[src/core/acq_scan_defines.svh]
// Offsets, field positions, codes and reset values of the scan control block
`ifndef ACQ_SCAN_DEFINES_SVH
`define ACQ_SCAN_DEFINES_SVH

// ---------------------------------------------------------------------
// Register map
// ---------------------------------------------------------------------
`define ACS_ADDR           8'h13
`define ACS_RESET          16'h0000

// ---------------------------------------------------------------------
// Field positions
// ---------------------------------------------------------------------
`define ACS_DONE_BIT       15
`define ACS_TIMEOUT_BIT    14
`define ACS_XFER_BIT       13
`define ACS_RSVD_HI        12
`define ACS_RSVD_LO        11
`define ACS_TEST_HI        10
`define ACS_TEST_LO        8
`define ACS_POLARITY_BIT   7
`define ACS_OVS_HI         6
`define ACS_OVS_LO         4
`define ACS_LOW_HI         7
`define ACS_LOW_LO         0

// ---------------------------------------------------------------------
// Balance-switch test codes
// ---------------------------------------------------------------------
`define ACS_TEST_NONE0     3'h0
`define ACS_TEST_SW_SHORT  3'h1
`define ACS_TEST_SW_OPEN   3'h2
`define ACS_TEST_NONE3     3'h3
`define ACS_TEST_NONE4     3'h4
`define ACS_TEST_OPEN_ODD  3'h5
`define ACS_TEST_OPEN_EVEN 3'h6
`define ACS_TEST_NONE7     3'h7

// ---------------------------------------------------------------------
// Timing
// ---------------------------------------------------------------------
`define ACS_TIMEOUT_BASE   32'd8192
`define ACS_CNT_W          24

`endif

[src/core/acq_scan_pkg.sv]
// Types shared by the scan control block
package acq_scan_pkg;

  typedef enum logic [0:0] {
    ST_IDLE,
    ST_SCAN
  } scan_state_e;

  typedef struct packed {
    logic [11:0] bal_sw;
    logic [15:0] measure;
    logic        alt_mux;
    logic        polarity;
  } meas_cfg_s;

  typedef struct packed {
    logic        valid;
    logic [3:0]  chan;
    logic [15:0] data;
  } result_s;

  typedef struct packed {
    logic        short_test;
    logic        open_test;
    logic        sense_odd;
    logic        sense_even;
  } test_mode_s;

endpackage : acq_scan_pkg

[src/core/acquisition_scan_control.sv]
// Scan control and status register with watchdog and switch test modes
// Flags are set by hardware and cleared by writing zero to them; when a
// set and a clear meet in one cycle the flag stays set. The watchdog
// limit doubles with each oversampling step, so a scan with more
// oversamples may run longer before it is flagged as overdue.
`timescale 1ns/1ps
`default_nettype none
`include "acq_scan_defines.svh"

module acquisition_scan_control
  import acq_scan_pkg::*;
#(
  parameter int unsigned TIMEOUT_BASE = `ACS_TIMEOUT_BASE
) (
  // Clock and reset
  input  wire logic        clk,
  input  wire logic        rstn,
  // Register interface
  input  wire logic        reg_wr,
  input  wire logic        reg_rd,
  input  wire logic [7:0]  reg_addr,
  input  wire logic [15:0] reg_wdata,
  output var  logic [15:0] reg_rdata,
  output var  logic        reg_rvalid,
  // Configuration from other registers
  input  wire logic        acquisition_watchdog_enable,
  input  wire meas_cfg_s   cfg_in,
  input  wire logic [15:0] balance_high_threshold,
  input  wire logic [15:0] balance_low_threshold,
  // Acquisition engine
  input  wire logic        scan_request,
  input  wire logic        scan_finish,
  input  wire logic        results_transfer,
  input  wire result_s     result_in,
  output var  logic        scan_start,
  output var  logic        scan_busy,
  output var  logic        data_load,
  output var  logic [2:0]  oversample_sel,
  output var  meas_cfg_s   cfg_eff,
  output var  test_mode_s  test_mode,
  // Status
  output var  logic [11:0] balance_switch_alert_register
);

  // -------------------------------------------------------------------
  // State
  // -------------------------------------------------------------------
  typedef struct packed {
    // Sequencing
    scan_state_e        state;
    logic [`ACS_CNT_W-1:0] cnt;
    // Software-visible fields
    logic               done;
    logic               timeout;
    logic               xfer;
    logic [2:0]         test_sel;
    logic [7:0]         low_bits;
    // Registered outputs
    logic               start;
    logic               load;
    logic [15:0]        rdata;
    logic               rvalid;
    meas_cfg_s          cfg;
    test_mode_s         mode;
    logic [11:0]        alert;
  } state_s;

  state_s q;
  state_s d;

  localparam logic [`ACS_CNT_W-1:0] BASE_CNT = `ACS_CNT_W'(TIMEOUT_BASE);
  localparam logic [15:0]           RST_WORD = `ACS_RESET;

  // Helper terms
  logic                  wr_hit;
  logic                  rd_hit;
  logic                  test_on;
  test_mode_s            mode_dec;
  logic [`ACS_CNT_W-1:0] limit;
  logic                  cnt_expired;
  logic [15:0]           status_word;
  logic                  clr_done;
  logic                  clr_timeout;
  logic                  clr_xfer;
  logic                  set_done;
  logic                  set_timeout;
  logic                  set_xfer;
  logic [11:0]           alert_sel;
  logic [11:0]           alert_hit;

  // -------------------------------------------------------------------
  // Decode
  // -------------------------------------------------------------------
  always_comb begin
    wr_hit = reg_wr && (reg_addr == `ACS_ADDR);
    rd_hit = reg_rd && (reg_addr == `ACS_ADDR);
  end

  // -------------------------------------------------------------------
  // Test select decode
  // -------------------------------------------------------------------
  always_comb begin
    mode_dec = '0;
    // Only the two switch codes and the two sense codes start a test
    case (q.test_sel)
      `ACS_TEST_SW_SHORT:  mode_dec.short_test = 1'b1;
      `ACS_TEST_SW_OPEN:   mode_dec.open_test  = 1'b1;
      `ACS_TEST_OPEN_ODD:  mode_dec.sense_odd  = 1'b1;
      `ACS_TEST_OPEN_EVEN: mode_dec.sense_even = 1'b1;
      `ACS_TEST_NONE0:     mode_dec = '0;
      `ACS_TEST_NONE3:     mode_dec = '0;
      `ACS_TEST_NONE4:     mode_dec = '0;
      `ACS_TEST_NONE7:     mode_dec = '0;
      default:             mode_dec = '0;
    endcase
    test_on = |mode_dec;
  end

  // -------------------------------------------------------------------
  // Watchdog limit
  // -------------------------------------------------------------------
  always_comb begin
    // Allowed duration doubles per oversampling step
    limit       = BASE_CNT << q.low_bits[`ACS_OVS_HI:`ACS_OVS_LO];
    // Counter starts at zero on the first scan cycle
    cnt_expired = (q.cnt >= limit - 1'b1);
  end

  // -------------------------------------------------------------------
  // Flag set and clear terms
  // -------------------------------------------------------------------
  always_comb begin
    // A written zero clears a flag, a written one leaves it
    clr_done    = wr_hit && !reg_wdata[`ACS_DONE_BIT];
    clr_timeout = wr_hit && !reg_wdata[`ACS_TIMEOUT_BIT];
    clr_xfer    = wr_hit && !reg_wdata[`ACS_XFER_BIT];
    set_done    = (q.state == ST_SCAN) && scan_finish;
    // Supervision runs only while the watchdog input is low
    set_timeout = (q.state == ST_SCAN) && !scan_finish &&
                  !acquisition_watchdog_enable && cnt_expired;
    set_xfer    = results_transfer;
  end

  // -------------------------------------------------------------------
  // Status word
  // -------------------------------------------------------------------
  always_comb begin
    // Reserved bits stay zero
    status_word = '0;
    status_word[`ACS_DONE_BIT]    = q.done;
    status_word[`ACS_TIMEOUT_BIT] = q.timeout;
    status_word[`ACS_XFER_BIT]    = q.xfer;
    status_word[`ACS_TEST_HI:`ACS_TEST_LO] = q.test_sel;
    status_word[`ACS_LOW_HI:`ACS_LOW_LO]   = q.low_bits;
  end

  // -------------------------------------------------------------------
  // Per-channel switch alert compare
  // -------------------------------------------------------------------
  for (genvar i = 0; i < 12; i++) begin : g_alert
    // A result only updates the alert of its own channel
    assign alert_sel[i] = result_in.valid && (result_in.chan == 4'(i));
    assign alert_hit[i] = (result_in.data > balance_high_threshold) ||
                          (result_in.data < balance_low_threshold);
  end

  // -------------------------------------------------------------------
  // Next state
  // -------------------------------------------------------------------
  always_comb begin
    d       = q;
    // Pulses last one cycle unless raised again
    d.start = 1'b0;
    d.load  = 1'b0;
    d.rvalid = reg_rd;
    if (reg_rd) begin
      // Unmapped addresses read as zero
      d.rdata = rd_hit ? status_word : 16'h0000;
    end

    // Register write: test select and low byte are plain storage
    if (wr_hit) begin
      d.test_sel = reg_wdata[`ACS_TEST_HI:`ACS_TEST_LO];
      d.low_bits = reg_wdata[`ACS_LOW_HI:`ACS_LOW_LO];
    end

    // Scan sequencing; hardware sets win over a same-cycle clear
    case (q.state)
      ST_IDLE: begin
        d.cnt = '0;
        // A pending complete flag blocks the next scan
        if (scan_request && !q.done) begin
          d.state = ST_SCAN;
          d.start = 1'b1;
          // Alerts start afresh for each test scan
          if (test_on) begin
            d.alert = '0;
          end
        end
      end
      ST_SCAN: begin
        if (scan_finish || set_timeout) begin
          d.state = ST_IDLE;
        end else if (!acquisition_watchdog_enable) begin
          // The counter freezes while the watchdog input is high
          d.cnt = q.cnt + 1'b1;
        end
      end
      default: begin
        d.state = ST_IDLE;
      end
    endcase

    // Results move to the data registers all at once
    if (results_transfer) begin
      d.load = 1'b1;
    end

    // Flags: a zero write clears, a same-cycle hardware set wins
    if (set_done) begin
      d.done = 1'b1;
    end else if (clr_done) begin
      d.done = 1'b0;
    end

    if (set_timeout) begin
      d.timeout = 1'b1;
    end else if (clr_timeout) begin
      d.timeout = 1'b0;
    end

    if (set_xfer) begin
      d.xfer = 1'b1;
    end else if (clr_xfer) begin
      d.xfer = 1'b0;
    end

    // Test mode overrides user configuration during acquisition
    if (test_on && q.state == ST_SCAN) begin
      d.cfg.bal_sw   = '0;
      d.cfg.measure  = '0;
      d.cfg.alt_mux  = 1'b0;
      d.cfg.polarity = 1'b0;
    end else begin
      d.cfg = cfg_in;
    end
    d.mode = mode_dec;

    // Switch alerts from each result outside the threshold window
    if (test_on) begin
      d.alert = (d.alert & ~alert_sel) | (alert_hit & alert_sel);
    end

    // Synchronous reset returns every field to its reset value
    if (!rstn) begin
      d          = '0;
      d.state    = ST_IDLE;
      d.done     = RST_WORD[`ACS_DONE_BIT];
      d.timeout  = RST_WORD[`ACS_TIMEOUT_BIT];
      d.xfer     = RST_WORD[`ACS_XFER_BIT];
      d.test_sel = RST_WORD[`ACS_TEST_HI:`ACS_TEST_LO];
      d.low_bits = RST_WORD[`ACS_LOW_HI:`ACS_LOW_LO];
    end
  end

  // -------------------------------------------------------------------
  // Registers
  // -------------------------------------------------------------------
  always_ff @(posedge clk) begin
    q <= d;
  end

  // -------------------------------------------------------------------
  // Outputs
  // -------------------------------------------------------------------
  always_comb begin
    // Every output except scan_busy, which is decoded from the state, is a plain register field
    reg_rdata      = q.rdata;
    reg_rvalid     = q.rvalid;
    scan_start     = q.start;
    scan_busy      = (q.state == ST_SCAN);
    data_load      = q.load;
    oversample_sel = q.low_bits[`ACS_OVS_HI:`ACS_OVS_LO];
    cfg_eff        = q.cfg;
    test_mode      = q.mode;
    balance_switch_alert_register = q.alert;
  end

endmodule : acquisition_scan_control
`default_nettype wire

[config.mk]
export PLATFORM = sky130hd
export DESIGN_NAME = acquisition_scan_control
export DESIGN_NICKNAME = d
export VERILOG_FILES = /design/src/core/acq_scan_pkg.sv /design/src/core/acquisition_scan_control.sv
export VERILOG_INCLUDE_DIRS = /design/src /design/src/core
export SDC_FILE = /design/constraint.sdc
export NUM_CORES = 1
export LEC_CHECK = 0
export ABC_AREA = 0
export BUFFER_PORTS_ARGS = -buffer_cell sky130_fd_sc_hd__buf_2
export CORE_MARGIN = 2
export CORE_UTILIZATION = 50
export CTS_CLUSTER_DIAMETER = 60
export DETAILED_ROUTE_END_ITERATION = 8
export GPL_ROUTABILITY_DRIVEN = 1
export PLACE_DENSITY = 0.8
export SLEW_MARGIN = 20
export SYNTH_ARGS = -nofsm -noshare
export SYNTH_HDL_FRONTEND = slang
export SYNTH_SLANG_ARGS = --single-unit
[constraint.sdc]
create_clock -name clk -period 3.3 [get_ports clk]
set_clock_uncertainty 0.05 [all_clocks]
set_input_delay 0.33 -clock clk [delete_from_list [all_inputs] [get_ports clk]]
set_output_delay 0.33 -clock clk [all_outputs]
set_load 0.005 [all_outputs]
==> results.json <==
{
  "status": "complete, no violations",
  "synthToLayoutAreaGrowth_pct": 14.3,
  "io_pins": 184,
  "power_frac_clock": 0.327,
  "grt_max_degree": 31,
  "drc_errors": 0,
  "setup-violations-final": 0,
  "via_per_inst": 5.18,
  "worstMarginPinSlew_ns": 0.847,
  "drv_cap": 0,
  "synth_top_cells_by_count": "dfxtp_1, buf_4, nand2_1",
  "synthTopCellsByArea": "dfxtp_1, ha_1, buf_4, and2_1, nand2_1",
  "critical_path_class": "reg -> reg",
  "htreeDepth": 3,
  "synth_most_common_cell": "dfxtp_1",
  "finalCritPeriodShare": 0.846,
  "hold_path.class": "in -> reg",
  "grt_pass1_vias": 4225,
  "clk_path_buf_depth": 2,
  "cts_tree": "built",
  "die-area_sq_um": 11300,
  "dpl.hpwl_um": 9380,
  "use_met1": 0.243,
  "antenna_cells": 0,
  "crit_arrival_ns": 3.02,
  "num_vias": 4341,
  "combPwrFrac": 0.111,
  "yosysTopAreaCell": "dfxtp_1",
  "grt.total_usage": 0.206,
  "path_cells": "a21oi_1 -> ha_1 -> and4_1 -> and4b_1 -> a2111oi_4 -> buf_4 -> nand3_1 -> or3_1 -> a21oi_1",
  "busiest_layer": "met2",
  "post_cts_buffers": 0,
  "met3_usage": 0.0454,
  "netlist.area_leader.share": 0.391,
  "crit_path_max_incr_delay_ns": 0.50,
  "start_util": 0.510,
  "syn_inst": 583,
  "max_freq_mhz": 358,
  "synth_cell_types": 47,
  "cts_made_buffers": 9,
  "drtIter0Drc": 163,
  "switchingPower_uw": 585,
  "tns_ns": 0,
  "synthFlopType": "dfxtp_1",
  "leakage_nw": 2.91,
  "core-area_sq_um": 10200,
  "vdd_drop_max_uv": 211,
  "drive_gt1_frac": 0.292,
  "startpoint_type": "flip-flop",
  "synth-edff-count": 0,
  "syn_avg_cell_area_sq_um": 8.96,
  "utilization": 0.583,
  "seq_area_frac_synth": 0.391,
  "clock_sinks": 102,
  "crit_path_max_fanout": 9,
  "maxSlewViolCount": 0,
  "slew_headroom": 0.435,
  "synth_area_sq_um": 5220,
  "intPower_mw": 1.66,
  "crit_required_ns": 3.53,
  "critPathSlowestCell": "dfxtp_1",
  "portBuffers": 179,
  "async_reset_ff_frac": 0,
  "grt_remaining_overflow": 0,
  "grtUsageMet2": 0.376,
  "swShare": 0.260,
  "grt_pass1_wl_um": 18900,
  "gp_congestion": 0.885,
  "final_nets": 853,
  "seqPwrFrac": 0.562,
  "die_y_um": 106,
  "clkTransAtPathRegs_ns": 0.10,
  "cts_root_buffer": "clkbuf_8",
  "rows": 37,
  "critPathCaptureType": "flip-flop",
  "grt_antenna_before_repair": 0,
  "yosys_warnings": 0,
  "powerDensity_nw_per_um2": 377,
  "drt-total-wl_um": 11700,
  "crit_top_cell": "a21oi_1",
  "die_w_um": 106,
  "wire_per_inst_um": 14.0,
  "clock_latency_ns": 0.37,
  "cts_resized": 0,
  "finalHoldViolCount": 0,
  "detail-route-antenna-nets": 0,
  "fin_crit_ns": 2.79,
  "first_pass_iters": 5,
  "cts_hold_buf": 0,
  "rsz0062_at_grt": "false",
  "ys_ff_latch": 102
}
==> power groups by stage <==
stage,Sequential [mW],Clock (mW),Combinational [mW]
floorplan,1.29,0,0.148
global placement,1.29,0,0.240
detailed placement,1.29,0,0.251
CTS,1.26,0.746,0.253
global route,1.27,0.797,0.285
finish,1.26,0.734,0.250
==> stage by stage <==
step / setup slack [ns] / power (mW) / hold WS [ns] / area, sq um / cells
2_1_floorplan: 0.624 / 1.44 / 0.381 / 5230 / 585
3_3_place_gp: 0.689 / 1.53 / 0.397 / 5780 / 822
3_5_place_dp: 0.558 / 1.54 / 0.405 / 5780 / 822
4_1_cts: 0.520 / 2.26 / 0.0895 / 5970 / 838
5_1_grt: 0.274 / 2.35 / 0.0857 / 5970 / 838
6_report: 0.508 / 2.25 / 0.0975 / 5970 / 838
==> layout by cell type, fill, tap and decap left out, drive strengths merged, types with 3 or more instances in the layout <==
cell type / instances
a211oi: 3
a21oi: 31
a22o: 11
a32o: 12
and2: 38
and3: 13
and4: 4
buf: 186
clkbuf: 10
clkinv: 3
conb: 4
dfxtp: 102
ha: 41
inv: 39
mux2i: 11
nand2: 44
nand3: 10
nand4: 15
nor2: 42
nor2b: 4
nor3: 3
nor3b: 6
o211ai: 4
o21ai: 16
o31ai: 3
o32ai: 3
or3: 4
or4: 3
xor2: 16
==> cells by family after synthesis <==
| group | Yosys count | synth area share |
|---|---|---|
| adders and majority gates | 41 | 0.0982 |
| and+or+nand+nor | 197 | 0.200 |
| xor gates and xnor gates | 16 | 0.0268 |
| AOI/OAI and AO/OA | 92 | 0.127 |
| DFF | 102 | 0.391 |
| muxes | 11 | 0.0211 |
| buffers and inverters | 122 | 0.135 |
| other | 2 | 0.00144 |
==> worst max-delay path: cells and delay by family, from the launching register on <==
family | cells | cell delay (ns)
DFF | 1 | 0.50
and+or+nand+nor | 4 | 0.93
AOI/OAI and AO/OA | 3 | 0.69
buffers and inverters | 1 | 0.21
adders and majority gates | 1 | 0.33
==> flip-flops by register name, summed over array words and instances (netlist names), 3 cells and up <==
register	cells
q	35
reg_rdata	14
test_mode	4
oversample_sel	3
balance_switch_alert_register	12
cfg_eff	30
==> path summary, 6_finish.rpt <==
check | slack, ns | end | depth (start not counted) | from
worst max-delay path | 0.51 | q[89] | 9 | oversample_sel[1]
worst min-delay path | 0.1 | cfg_eff[25] | 2 | cfg_in[25]
worst max register to register | 0.51 | q[89] | 9 | oversample_sel[1]
worst min register to register | 0.42 | reg_rdata[2] | 1 | q[67]
==> cell type report <==
| type | instances | area [sq um] |
|---|---|---|
| repair buffers | 186 | 948 |
| clock buffers | 10 | 128 |
| multi-input cells | 361 | 2480 |
| flip-flops and latches | 102 | 2040 |
| fillers | 897 | 4260 |
| clock inverters | 6 | 55.1 |
| inverters | 37 | 139 |
| well taps | 136 | 170 |
==> routing by layer <==
| metal | vias up | wire (um) |
|---|---|---|
| li1 | 2176 | - |
| met3 | 11 | 655 |
| met4 | 0 | 143 |
| met1 | 2011 | 4830 |
| met5 | - | 0 |
| met2 | 143 | 6060 |
Note: power is estimated with default switching activity, not from simulation.
